File: src/nsw_pkg.sv
// Purpose: Shared constants for the byte-instruction execute block
// Assumes: 8-bit data path, 12-bit file address, 22-bit table pointer
// Notes:   Opcode fields follow the 16-bit instruction word layout
package nsw_pkg;
	// ==========================================================
	// Opcode patterns
	localparam logic [5:0]  OPC_SWAP      = 6'h0E;
	localparam logic [5:0]  OPC_SUBB      = 6'h16;
	localparam logic [13:0] OPC_TABLE_WRITE_OP     = 14'h0003;
	// ==========================================================
	// Field positions and address decode limits
	localparam int          DEST_BIT      = 9;
	localparam int          ACC_BIT       = 8;
	localparam logic [7:0]  IDX_LIMIT     = 8'h5F;
	localparam logic [7:0]  ACCESS_SPLIT  = 8'h60;
	localparam logic [3:0]  ACCESS_HIGH   = 4'hF;
	// ==========================================================
	// Status flag bit positions
	localparam int          FLG_C         = 0;
	localparam int          FLG_DC        = 1;
	localparam int          FLG_Z         = 2;
	localparam int          FLG_OV        = 3;
	localparam int          FLG_N         = 4;
	// ==========================================================
	// Table pointer modes
	localparam logic [1:0]  TM_NONE       = 2'h0;
	localparam logic [1:0]  TM_POSTINC    = 2'h1;
	localparam logic [1:0]  TM_POSTDEC    = 2'h2;
	localparam logic [1:0]  TM_PREINC     = 2'h3;
	// ==========================================================
	// Reset values
	localparam logic [7:0]  RST_BYTE      = 8'h00;
	localparam logic [21:0] RST_PTR       = 22'h000000;
	localparam logic [4:0]  RST_FLAGS     = 5'h00;

	typedef enum logic [1:0] {
		NSW_IDLE,
		NSW_TBL2
	} nsw_state_t;
endpackage

File: src/nsw_alu.sv
// Purpose: Combinational result and flags for swap and subtract-with-borrow
// Assumes: Operands are stable while the instruction executes
// Notes:   Flags returned as {N,OV,Z,DC,C}
`timescale 1ns/1ns
`default_nettype none
module nsw_alu (
	input  wire logic       i_is_sub,
	input  wire logic [7:0] i_f,
	input  wire logic [7:0] i_w,
	input  wire logic       i_carry,
	output logic      [7:0] o_result,
	output logic      [4:0] o_flags
);
	logic [8:0] diff;
	logic [4:0] lo;
	always_comb begin
		// f + ~w + c equals f - w - !c in two's complement
		diff     = {1'b0, i_f} + {1'b0, ~i_w} + {8'h00, i_carry};
		lo       = {1'b0, i_f[3:0]} + {1'b0, ~i_w[3:0]} + {4'h0, i_carry};
		o_flags  = '0;
		if (i_is_sub) begin
			o_result = diff[7:0];
			o_flags[nsw_pkg::FLG_C]  = diff[8];
			o_flags[nsw_pkg::FLG_DC] = lo[4];
			o_flags[nsw_pkg::FLG_Z]  = (diff[7:0] == 8'h00);
			o_flags[nsw_pkg::FLG_OV] = (i_f[7] != i_w[7]) && (diff[7] != i_f[7]);
			o_flags[nsw_pkg::FLG_N]  = diff[7];
		end else begin
			o_result = {i_f[3:0], i_f[7:4]};
		end
	end
endmodule // nsw_alu
`default_nettype wire

File: src/nsw_exec.sv
// Purpose: Execute swap, subtract-with-borrow and table write
// Assumes: One instruction presented per i_valid pulse; file data read same cycle
// Notes:   Table write holds busy for its second cycle
// Summary of operation
// - Swap exchanges nibbles, flags unchanged
// - Destination bit 0 accumulator, 1 file
// - Access bit 0 access bank, 1 bank-selected
// - Indexed literal offset when a=0, extended, f<=5Fh
// - Subtract with borrow updates N,OV,C,DC,Z
`timescale 1ns/1ns
`default_nettype none
module nsw_exec (
	input  wire logic        i_clk,
	input  wire logic        i_resetn,
	input  wire logic        i_valid,
	input  wire logic [15:0] i_instr,
	input  wire logic        i_ext_en,
	input  wire logic [3:0]  i_bank_select_register,
	input  wire logic [11:0] i_index_base,
	input  wire logic [7:0]  i_file_rdata,
	input  wire logic [7:0]  i_table_latch,
	output logic      [11:0] o_file_addr,
	output logic      [7:0]  o_file_wdata,
	output logic             o_file_we,
	output logic      [7:0]  o_wreg,
	output logic      [4:0]  o_status,
	output logic      [21:0] o_table_pointer,
	output logic      [21:0] o_hold_addr,
	output logic      [7:0]  o_hold_data,
	output logic             o_hold_we,
	output logic             o_busy
);
	// ==========================================================
	// Decode
	nsw_pkg::nsw_state_t state;
	logic        idle;
	logic        is_swap;
	logic        is_sub;
	logic        is_tbl;
	logic        is_byte;
	logic        to_file;
	logic [7:0]  fld;
	logic [11:0] next_addr;
	logic [7:0]  alu_res;
	logic [4:0]  alu_flg;
	logic [1:0]  tmode;

	// Match of the six opcode bits shared by the byte-oriented instructions
	function automatic logic byte_op_match(
		input logic [15:0] instr,
		input logic [5:0]  opcode
	);
		return instr[15:10] == opcode;
	endfunction

	// Pointer after one step; the first cycle moves only for pre-increment
	function automatic logic [21:0] ptr_step(
		input logic [21:0] ptr,
		input logic [1:0]  mode,
		input logic        first
	);
		logic [21:0] res;
		res = ptr;
		if (first) begin
			if (mode == nsw_pkg::TM_PREINC) begin
				res = ptr + 22'h000001;
			end
		end else begin
			case (mode)
				nsw_pkg::TM_POSTINC: begin
					res = ptr + 22'h000001;
				end
				nsw_pkg::TM_POSTDEC: begin
					res = ptr - 22'h000001;
				end
				default: begin
					res = ptr;
				end
			endcase
		end
		return res;
	endfunction

	// New instructions are taken only while no table write is in flight
	assign fld     = i_instr[7:0];
	assign idle    = (state == nsw_pkg::NSW_IDLE);
	assign is_swap = i_valid && idle && byte_op_match(i_instr, nsw_pkg::OPC_SWAP);
	assign is_sub  = i_valid && idle && byte_op_match(i_instr, nsw_pkg::OPC_SUBB);
	assign is_tbl  = i_valid && idle && (i_instr[15:2] == nsw_pkg::OPC_TABLE_WRITE_OP);
	assign is_byte = is_swap || is_sub;
	assign to_file = i_instr[nsw_pkg::DEST_BIT];

	always_comb begin
		if (i_instr[nsw_pkg::ACC_BIT]) begin
			next_addr = {i_bank_select_register, fld};
		end else if (i_ext_en && fld <= nsw_pkg::IDX_LIMIT) begin
			next_addr = i_index_base + {4'h0, fld};
		end else if (fld < nsw_pkg::ACCESS_SPLIT) begin
			next_addr = {4'h0, fld};
		end else begin
			next_addr = {nsw_pkg::ACCESS_HIGH, fld};
		end
	end

	nsw_alu u_alu (
		.i_is_sub (is_sub),
		.i_f      (i_file_rdata),
		.i_w      (o_wreg),
		.i_carry  (o_status[nsw_pkg::FLG_C]),
		.o_result (alu_res),
		.o_flags  (alu_flg)
	);

	// ==========================================================
	// File address register
	always_ff @(posedge i_clk or negedge i_resetn) begin
		if (!i_resetn) begin
			o_file_addr <= 12'h000;
		end else if (is_swap || is_sub) begin
			o_file_addr <= next_addr;
		end
	end

	// ==========================================================
	// File write strobe
	always_ff @(posedge i_clk or negedge i_resetn) begin
		if (!i_resetn) begin
			o_file_we <= 1'b0;
		end else begin
			o_file_we <= is_byte && to_file;
		end
	end

	// ==========================================================
	// File write data
	always_ff @(posedge i_clk or negedge i_resetn) begin
		if (!i_resetn) begin
			o_file_wdata <= nsw_pkg::RST_BYTE;
		end else if (is_byte && to_file) begin
			o_file_wdata <= alu_res;
		end
	end

	// ==========================================================
	// Accumulator
	always_ff @(posedge i_clk or negedge i_resetn) begin
		if (!i_resetn) begin
			o_wreg <= nsw_pkg::RST_BYTE;
		end else if (is_byte && !to_file) begin
			o_wreg <= alu_res;
		end
	end

	// ==========================================================
	// Status flags
	always_ff @(posedge i_clk or negedge i_resetn) begin
		if (!i_resetn) begin
			o_status <= nsw_pkg::RST_FLAGS;
		end else if (is_sub) begin
			o_status <= alu_flg;
		end
	end

	// ==========================================================
	// Table write sequence
	always_ff @(posedge i_clk or negedge i_resetn) begin
		if (!i_resetn) begin
			state <= nsw_pkg::NSW_IDLE;
		end else begin
			case (state)
				nsw_pkg::NSW_IDLE: begin
					if (is_tbl) begin
						state <= nsw_pkg::NSW_TBL2;
					end
				end
				nsw_pkg::NSW_TBL2: begin
					state <= nsw_pkg::NSW_IDLE;
				end
				default: begin
					state <= nsw_pkg::NSW_IDLE;
				end
			endcase
		end
	end

	// ==========================================================
	// Pointer mode held for the second cycle
	always_ff @(posedge i_clk or negedge i_resetn) begin
		if (!i_resetn) begin
			tmode <= nsw_pkg::TM_NONE;
		end else if (is_tbl) begin
			tmode <= i_instr[1:0];
		end
	end

	// ==========================================================
	// Busy covers the second table write cycle; requests then are ignored
	always_ff @(posedge i_clk or negedge i_resetn) begin
		if (!i_resetn) begin
			o_busy <= 1'b0;
		end else begin
			o_busy <= is_tbl;
		end
	end

	// ==========================================================
	// Holding register write
	always_ff @(posedge i_clk or negedge i_resetn) begin
		if (!i_resetn) begin
			o_hold_we   <= 1'b0;
			o_hold_addr <= nsw_pkg::RST_PTR;
			o_hold_data <= nsw_pkg::RST_BYTE;
		end else begin
			o_hold_we <= (state == nsw_pkg::NSW_TBL2);
			if (state == nsw_pkg::NSW_TBL2) begin
				o_hold_addr <= o_table_pointer;
				o_hold_data <= i_table_latch;
			end
		end
	end

	// ==========================================================
	// Table pointer: pre-increment in the first cycle, post steps in the second
	always_ff @(posedge i_clk or negedge i_resetn) begin
		if (!i_resetn) begin
			o_table_pointer <= nsw_pkg::RST_PTR;
		end else if (is_tbl) begin
			o_table_pointer <= ptr_step(o_table_pointer, i_instr[1:0], 1'b1);
		end else if (state == nsw_pkg::NSW_TBL2) begin
			o_table_pointer <= ptr_step(o_table_pointer, tmode, 1'b0);
		end
	end
endmodule // nsw_exec
`default_nettype wire

File: config.mk
export PLATFORM = sky130hd
export DESIGN_NAME = nsw_exec
export DESIGN_NICKNAME = d
export VERILOG_FILES = /design/src/nsw_pkg.sv /design/src/nsw_alu.sv /design/src/nsw_exec.sv
export SDC_FILE = /design/constraint.sdc
export NUM_CORES = 1
export LEC_CHECK = 0
export BUFFER_PORTS_ARGS = -buffer_cell sky130_fd_sc_hd__buf_2
export CORE_UTILIZATION = 59
export CTS_BUF_LIST = sky130_fd_sc_hd__clkbuf_4 sky130_fd_sc_hd__clkbuf_8
export CTS_CLUSTER_SIZE = 30
export DETAILED_ROUTE_END_ITERATION = 6
export PLACE_DENSITY = 0.88
export SLEW_MARGIN = 20
export SYNTH_ARGS = -nofsm -noshare
export SYNTH_HDL_FRONTEND = slang
export SYNTH_HIERARCHICAL = 1
export SYNTH_SLANG_ARGS = --single-unit
File: constraint.sdc
create_clock -name i_clk -period 6.7 [get_ports i_clk]
set_input_delay 0.67 -clock i_clk [delete_from_list [all_inputs] [get_ports i_clk]]
set_output_delay 0.67 -clock i_clk [all_outputs]
set_load 0.02 [all_outputs]
# == Yosys cells after proc, flatten, opt, wreduce, memory -nomap -nowiden ==
# Index checks and enable logic that the tools add are counted.
# op_classes
n_mux,10
n_eq_ne,11
n_lt_le_gt_ge,2
bitwise,2
add_sub_neg,7
n_reduce_logical,15
# op_table
op,n
22-bit 2-to-1 mux,3
22-bit case mux with 2 select lines,1
12-bit 2-to-1 mux,3
"22-bit by 1-bit adder with 22-bit output, second input constant",1
"22-bit by 1-bit subtractor with 22-bit output, second input constant",1
"14-bit by 2-bit == test with 1-bit output, second input constant",1
12-bit by 8-bit adder with 12-bit output,1
8-bit by 8-bit adder with 9-bit output,1
9-bit by 1-bit adder with 9-bit output,1
"8-bit by 7-bit <= comparator with 1-bit output, second input constant",1
1-bit logical AND,8
8-bit zero test,1
"8-bit by 7-bit less-than comparator with 1-bit output, second input constant",1
8-bit 2-to-1 mux,1
8-bit NOT,1
"6-bit by 4-bit == test with 1-bit output, second input constant",1
"6-bit by 5-bit == test with 1-bit output, second input constant",1
4-bit by 4-bit adder with 5-bit output,1
5-bit by 1-bit adder with 5-bit output,1
"2-bit by 1-bit == test with 1-bit output, second input constant",2
"2-bit == test, second input constant",2
2-bit 2-to-1 mux,2
"2-bit by 1-bit inequality test with 1-bit output, second input constant",2
4-bit NOT,1
other kinds (7),8
# totals
out_inout_bits,88
wordCells,59
input_bits,52
ff_bits,92

# == Longest topological paths before layout ==
# Gate-level depths: netlist (run 1).
# logic_depth
depth_word,5
depth_mapped,9
mapped_depth_nobuf,9

# == By module ==
# The synthesis (run 1) kept the hierarchy.
# by_module_without_submodules
mod,seq_area_each_um2,instances,cells_per_inst,area_each_um2
nsw_exec,2277.2,1,427,4616.9
nsw_alu,0.0,1,69,523.0

# == Worst setup path after synthesis (run 1) ==
# No wires, ideal clock.
# synth_path
path_kind,input to register
from,in i_instr[15]
to,reg o_status[2]
setup_time_ns,0.066
t_arrival_ns,2.773
required_time_ns,6.634
stages,7
setup_slack_ns,3.861
path_buffers,0
cell_sequence,nor4b_4 -> nand3_1 -> nor3b_2 -> nand3_1 -> or4_1 -> nor4_2 -> mux2_2
# synth_between
elab_chain_len,2
# synth_rtl
element,line_no,text
"start, declared",nsw_exec.sv:16,"input wire logic [15:0] i_instr,"
6-bit by 5-bit == test with 1-bit output,nsw_exec.sv:53,return instr[15:10] == opcode;
1-bit logical AND,nsw_exec.sv:88,"assign is_sub = i_valid && idle && byte_op_match(i_instr, nsw_pkg::OPC_SUBB);"
named net is_sub,nsw_exec.sv:38,logic is_sub;
"end signal, assigned",nsw_exec.sv:158,o_status <= nsw_pkg::RST_FLAGS;
"end signal, assigned",nsw_exec.sv:160,o_status <= alu_flg;
"end, declared",nsw_exec.sv:26,"output logic [4:0] o_status,"
# The timed path passes the listed nets, and every way through them passes these cells.
# A chain may end at the register's enable or synchronous reset.

# == Final worst setup path (run 1) ==
# layout_path
from,reg state[0]
to,reg o_wreg[6]
# layout_between
elab_chain_len,5
word_cells_on_any_way,7
classes_between,1 x mux; 6 x reduce/logical
# layout_rtl
element,line_no,text
"start, declared",nsw_exec.sv:35,nsw_pkg::nsw_state_t state;
"start signal, assigned",nsw_exec.sv:168,state <= nsw_pkg::NSW_IDLE;
"start signal, assigned",nsw_exec.sv:173,state <= nsw_pkg::NSW_TBL2;
"start signal, assigned",nsw_exec.sv:177,state <= nsw_pkg::NSW_IDLE;
2-bit zero test (*),nsw_exec.sv:86,assign idle = (state == nsw_pkg::NSW_IDLE);
1-bit logical AND (*),"nsw_exec.sv:87, nsw_exec.sv:88",
"1-bit logical AND, on equally long branches","nsw_exec.sv:87, nsw_exec.sv:88",
1-bit logical OR,nsw_exec.sv:90,assign is_byte = is_swap || is_sub;
1-bit logical AND,nsw_exec.sv:149,end else if (is_byte && !to_file) begin
"end signal, assigned",nsw_exec.sv:148,o_wreg <= nsw_pkg::RST_BYTE;
"end signal, assigned",nsw_exec.sv:150,o_wreg <= alu_res;
"end, declared",nsw_exec.sv:25,"output logic [7:0] o_wreg,"
# Every way passes the cells marked *; elsewhere a longest branch is shown, timed or not.

==> results of run 1 <==
## final timing paths
kind	endpoint	slack, ns	cells past startpoint
hold reg to reg	o_file_addr[4]	0.50	2
setup / recovery	o_wreg[6]	3.60	5
max in group asynchronous	o_table_pointer[12]	5.39	2
setup reg to reg	o_wreg[6]	3.60	5
min in group i_clk	o_file_addr[4]	0.50	2
hold / removal	o_status[1]	0.30	1
## worst max-delay path, delay by kind of cell, from the launching register on
family / cells / cell delay, ns
simple gates: 3 / 1.94
buf+inv: 1 / 0.27
flops: 1 / 0.37
mux: 1 / 0.40
## kinds of logic after synthesis
group	count (synthesis)
compound gates	86
flops	91
xor+xnor	37
fa+ha+maj	20
simple gates	159
mux	61
buf+inv	42
## synthesized netlist by cell type (7+ instances only)
master and count:
sky130_fd_sc_hd__nor2_1 35, sky130_fd_sc_hd__ha_1 17, sky130_fd_sc_hd__clkbuf_1 12, sky130_fd_sc_hd__nor3_1 17, sky130_fd_sc_hd__nand3_1 17, sky130_fd_sc_hd__nor4_1 7
sky130_fd_sc_hd__a21oi_1 25, sky130_fd_sc_hd__xor2_1 15, sky130_fd_sc_hd__nand4_1 11, sky130_fd_sc_hd__nand2_1 27, sky130_fd_sc_hd__inv_1 25, sky130_fd_sc_hd__o21ai_0 31
sky130_fd_sc_hd__mux2_2 56, sky130_fd_sc_hd__xnor2_1 22, sky130_fd_sc_hd__dfrtp_1 91
## final cells by class
cell class              instances  area, µm²  area share [%]
clock buffers                  11        151            2.46
clock inverters                 5       85.1            1.38
inverters                      25       93.8            1.53
multi-input cells             363       2680            43.7
flip-flops and latches         91       2280            37.1
well taps                     105        131            2.14
repair buffers                142        721            11.7
## stage by stage
stage	utilization [%]	hold WS [ns]	instances	worst slack (ns)
global route	73.7	0.329	742	3.37
floorplan	-	0.374	496	3.86
global placement	70.8	0.462	726	3.59
CTS	73.7	0.311	742	3.59
finish	73.7	0.300	742	3.60
detailed placement	70.8	0.482	726	3.46
## state kept, by name, indices dropped and copies added, names as in the netlist
| name | flops |
|---|---|
| tmode | 2 |
| o_wreg | 8 |
| o_hold_data | 8 |
| o_file_addr | 12 |
| o_status | 5 |
| o_busy | 1 |
| o_table_pointer | 22 |
| o_hold_addr | 22 |
| o_hold_we | 1 |
| o_file_wdata | 8 |
| o_file_we | 1 |
| state | 1 |
## power by group through the flow
| stage | registers (mW) | logic [mW] | clock network, mW |
|---|---|---|---|
| after CTS | 0.603 | 0.262 | 0.433 |
| after global placement | 0.613 | 0.250 | 0 |
| after floorplan | 0.652 | 0.123 | 0 |
| after detailed placement | 0.614 | 0.260 | 0 |
| final | 0.603 | 0.263 | 0.424 |
| after global routing | 0.607 | 0.290 | 0.454 |
## routing by layer
metal	share of wire, %	GRT usage [%]	vias up
met3	7.8	5.74	32
li1	-	-	2045
met5	0	0	-
met2	49	47.6	222
met1	41	34.5	2091
met4	1.8	10.2	0
==> impl_metrics.ini, run 1 <==
[run_status]
status = finished clean

[floorplanning]
die_area_um2 = 9090
dieHeight_um = 95.3
placement_rows = 33
pin_count = 140
initial_core_util_pct = 61.6
floorplan.die.width_um = 95.3
core_area_um2 = 8340

[synthesis]
synth-main-ff-cell = sky130_fd_sc_hd__dfrtp_1
yosysWarnings = 6
synth_enable_flop_cells = 0
compound_gate_portion_of_the_synthesized_area_pct = 10.2
synth_top_family_by_area = simple AND/OR/NAND/NOR gates
ys_types = 58
yosys.area.top_type = sky130_fd_sc_hd__dfrtp_1
synthesis.nets = 568
synth.mux.area_fraction_pct = 13.2
synth-async-reset-ratio_pct = 100
netlist_area_um2 = 5140
synth-adder-area-share_pct = 5.31
postSynthAreaPerCell_um2 = 10.4
synth_xor_area_share_pct = 6.30
yosys.area_share.simple_pct = 17.2
synth-seq-cells = 91
register_area_share_after_synthesis_pct = 44.3
synth.top_cells.by_area = sky130_fd_sc_hd__dfrtp_1, sky130_fd_sc_hd__mux2_2, sky130_fd_sc_hd__ha_1, sky130_fd_sc_hd__xnor2_1, sky130_fd_sc_hd__o21ai_0
gate_count_after_technology_mapping = 496
synth_top_area_share_pct = 44.3

[final_layout]
syn2layout_area_growth_pct = 19.5
antenna_cells_inserted = 0
nets = 704
layout_commonest_cell = sky130_fd_sc_hd__buf_2
fill_cells = 632
finalInstanceArea_um2 = 6140
most-common-layout-cells = sky130_fd_sc_hd__buf_2, sky130_fd_sc_hd__dfrtp_1, sky130_fd_sc_hd__mux2_2
drive_above_1_share_pct = 36.1

[drt]
drc = 0
num_vias = 4390
dr.pass1.iters = 5
avgRoutedWirePerCell_um = 16.4
routed_wl_um = 12200
detailedRoute.firstIterationViolations = 241
ant_nets = 0
vias_per_cell = 5.92

[timing]
finalSetupTns_ns = 0
fin_crit_ns = 3.10
timing.final.max_slew_violations = 0
max_slew.worst_pin.slew_ns = 0.856
fin_skew_ns = 0.00815
setup_violations = 0
hold_viol = 0
maxClockFrequency_mhz = 323
grt_setup_unrepaired = no
timing.final.crit_share_pct = 46.2
slew_headroom_pct = 42.7

[flow_run]
maxCapViolations = 0

[global_routing]
overflow = 0
pin_count_of_the_biggest_net_entering_global_routing = 47
global_route.usage.total_pct = 27.8
antenna_found_initial = 0
grt_pass1_vias = 4290
grt_first_pass_wirelength_um = 19700

[worst_setup_path]
crit_slowest_cell = sky130_fd_sc_hd__nand4_1
path_class = reg2reg
crit_path_start_kind = flop
timing.critical_path.arrival_ns = 3.33
worst_ep_required_time_ns = 6.94
crit_path_max_incr_delay_ns = 0.77
cp_cell_sequence = buf_4 > nor4b_4 > nand4_1 > nor2_2 > mux2_2
timing.critical_path.from = state[0]
path_max_fanout = 36
startpoint_of_the_lowest_slack_register_to_register_path = state[0]
critPathCaptureType = flop

[power_and_ir_drop]
power_density_nw_per_um2 = 210
power.static_leakage_nw = 3.08
p_clk_share_pct = 32.9
netSwitchingFraction_pct = 28.9
design_power_total_mw = 1.29
ir_drop_v = 0.000122
sequentialPowerShare_pct = 46.7
switching_power_total_uw = 372
share_comb_of_total_power_pct = 20.4
internal-power_uw = 918

[clock_network]
hold_buffer_count_at_cts = 0
tritoncts = yes
tritoncts_buffer_count = 9
clock_tree.root_cell = sky130_fd_sc_hd__clkbuf_8
cts_post_setup_buffers_inserted = 0
clk_path_buf_depth = 2
clock_sink_count = 91
htree_levels = 3
cts.reportedPaths.clkPinSlew_ns = 0.09
clk-insertion-delay-late_ns = 0.35
cts-resized-gates = 0

[place]
dp_hpwl_um = 9040
io_buffers = 139
gp_routability_congestion = 0.909
total_placed_instance_area_um2 = 5910

[min_path]
min-delay-path-class = in2async
No activity file was read; power rests on OpenSTA's default activity.
==> run 2, diff against run 1 <==
--- a/config.mk
+++ b/config.mk
@@ -6,11 +6,11 @@
 export NUM_CORES = 1
 export LEC_CHECK = 0
 export BUFFER_PORTS_ARGS = -buffer_cell sky130_fd_sc_hd__buf_2
-export CORE_UTILIZATION = 59
+export CORE_UTILIZATION = 49
 export CTS_BUF_LIST = sky130_fd_sc_hd__clkbuf_4 sky130_fd_sc_hd__clkbuf_8
 export CTS_CLUSTER_SIZE = 30
 export DETAILED_ROUTE_END_ITERATION = 6
-export PLACE_DENSITY = 0.88
+export PLACE_DENSITY = 0.78
 export SLEW_MARGIN = 20
 export SYNTH_ARGS = -nofsm -noshare
 export SYNTH_HDL_FRONTEND = slang
==> constraint.sdc (replaced) <==
create_clock -name i_clk -period 2.6 [get_ports i_clk]
set_input_delay 0.26 -clock i_clk [delete_from_list [all_inputs] [get_ports i_clk]]
set_output_delay 0.26 -clock i_clk [all_outputs]
set_load 0.02 [all_outputs]
==> impl_metrics.ini, run 2 (synthesized netlist as in run 1, its figures left out) <==
[drt]
drc = 0
ant_nets = 0
routedLengthMet1_um = 5330
num_vias = 4421
route.met3.wl_um = 746
wl_met2_um = 6010
avgRoutedWirePerCell_um = 15.7
vias_per_cell = 5.65
top_layer = met4
dr.pass1.iters = 5
routed_wl_um = 12300
detailedRoute.firstIterationViolations = 242

[floorplanning]
dieHeight_um = 104
die_area_um2 = 10900
core_area_um2 = 10200
placement_rows = 37
floorplan.die.width_um = 104
pin_count = 140
initial_core_util_pct = 50.2

[final_layout]
most-common-layout-cells = sky130_fd_sc_hd__buf_2, sky130_fd_sc_hd__dfrtp_1, sky130_fd_sc_hd__mux2_2
nets = 713
syn2layout_area_growth_pct = 21.6
fill_cells = 873
finalCoreUtilization_pct = 61.1
drive_above_1_share_pct = 37.3
layout_top_registers = o_hold_addr x22, o_table_pointer x22, o_file_addr x12
antenna_cells_inserted = 0
layout_commonest_cell = sky130_fd_sc_hd__buf_2
layout.area.seq_um2 = 2280
area_of_combinational_cells_with_multiple_inputs_um2 = 2710

[place]
gp_routability_congestion = 0.850
post-place-ws_ns = -0.0399
dp_hpwl_um = 8900
io_buffers = 139

[worst_setup_path]
path_class = reg2reg
worst_path_most_repeated_cell = sky130_fd_sc_hd__mux2_2
rr_endpoint = o_wreg[6]
ff2ff_setup_slack_ns = 0.11
critPathCaptureType = flop
crit_path_start_kind = flop
reg2regPathDepth = 8
path_max_fanout = 2
timing.critical_path.arrival_ns = 2.75
cp_cell_sequence = fa_2 > fa_1 > nand2b_4 > a211oi_2 > o22a_1 > xor2_1 > mux2_2 > mux2_2
crit_path_max_incr_delay_ns = 0.42
worst_ep_required_time_ns = 2.86
crit_slowest_cell = sky130_fd_sc_hd__dfrtp_1
startpoint_of_the_lowest_slack_register_to_register_path = o_wreg[0]

[timing]
timing.final.max_slew_violations = 0
fin_crit_ns = 2.49
maxClockFrequency_mhz = 401
fin_skew_ns = 0.0115
grt_setup_unrepaired = no
slew_headroom_pct = 46.9
timing.final.crit_share_pct = 95.8
setup_violations = 0
setup_ws_ns = 0.108
hold_viol = 0
max_slew.worst_pin.slew_ns = 0.796

[run_status]
status = finished clean

[min_path]
min-delay-path-class = in2reg
hp-start = i_table_latch[6]
cell_depth_of_the_worst_hold_path = 2
worst_hold_path.endpoint = o_hold_data[6]

[power_and_ir_drop]
ir_drop_v = 0.000352
share_comb_of_total_power_pct = 21.6
power_density_nw_per_um2 = 518
sequentialPowerShare_pct = 47.9
p_clk_share_pct = 30.5
power.static_leakage_nw = 3.12
netSwitchingFraction_pct = 31.0
switching_power_total_mw = 1.00
internal-power_mw = 2.23

[clock_network]
clock_tree.root_cell = sky130_fd_sc_hd__clkbuf_8
tritoncts = yes
clock_sink_count = 91
clk_path_buf_depth = 2
clk-insertion-delay-late_ns = 0.37
tritoncts_buffer_count = 9
htree_levels = 3
cts.reportedPaths.clkPinSlew_ns = 0.10

[global_routing]
antenna_found_initial = 0
pin_count_of_the_biggest_net_entering_global_routing = 92
global_route.usage.total_pct = 23.1
grt_first_pass_wirelength_um = 20200
grt_pass1_vias = 4325
overflow = 0

[flow_run]
maxCapViolations = 0
run 2: cell count changes in the layout (fill, tap and decap cells not counted), sizes merged:
cell,change
clkinvlp,-1
bufinv,-1
dlygate4sd3,+1
buf,+8
inv,+2
clkinv,+2
clkbuf,-2
run 2: power groups by stage:
| stage | logic, mW | registers, mW | clock network, mW |
|---|---|---|---|
| floorplan | 0.318 | 1.68 | 0 |
| global placement | 0.653 | 1.57 | 0 |
| detailed placement | 0.675 | 1.58 | 0 |
| CTS | 0.679 | 1.55 | 1.02 |
| global route | 0.761 | 1.56 | 1.08 |
| finish | 0.699 | 1.55 | 0.987 |
run 2: what timing repair did:
| item | CTS | global route |
|---|---|---|
| cloned | 0 | 0 |
| endpoints found under the setup margin | 3 | 3 |
| resized for setup | 1 | 2 |
| pin swaps | 0 | 2 |
| setup buffers | 0 | 2 |
| hold buffers | 1 | 0 |
| endpoints found under the hold margin | 91 | 0 |
run 2: how the worst max path moves through the flow:
stage / endpoint / cells past startpoint / start / slack (ns)
3_5_place_dp: o_status[2] / 10 / i_file_rdata[0] / -0.04
5_1_grt: o_wreg[6] / 8 / o_wreg[0] / 0.006
6_report: o_wreg[6] / 8 / o_wreg[0] / 0.11
2_1_floorplan: o_status[2] / 9 / o_status[0] / 0.02
3_3_place_gp: o_status[2] / 10 / i_file_rdata[0] / 0.04
4_1_cts: o_status[2] / 8 / o_wreg[0] / 0.04
run 2: worst max-delay path: cells and delay by family, from the launching register on:
kind | cells | cell delay [ns]
xor gates and xnor gates | 1 | 0.11
DFF | 1 | 0.42
AOI/OAI and AO/OA | 2 | 0.37
muxes | 2 | 0.54
and+or+nand+nor | 1 | 0.16
adders and majority gates | 2 | 0.78
run 2: routing by layer:
layer	up-vias	GRT usage, %
met5	-	0
met4	0	8.47
met3	20	4.57
met2	178	38.4
met1	2159	29.7
li1	2064	-
run 2: final cells by class:
cell class                      instances  share of cell area, %
Sequential cell                        91                   36.4
Timing Repair Buffer                  151                   12.9
Tap cell                              136                   2.72
Clock buffer                            9                   1.98
Clock inverter                          7                   1.20
Inverter                               25                   1.50
Multi-Input combinational cell        363                   43.3
run 2: per-stage QoR:
stage / cells / total power, mW / hold slack, ns / area, µm² / TNS [ns]
after floorplan: 496 / 2.00 / -0.0356 / 5150 / 0
after global placement: 763 / 2.23 / 0.343 / 6010 / 0
after detailed placement: 763 / 2.25 / 0.353 / 6010 / -0.0977
after CTS: 780 / 3.24 / 0.103 / 6220 / 0
after global routing: 782 / 3.40 / 0.101 / 6250 / 0
final: 782 / 3.24 / 0.114 / 6250 / 0
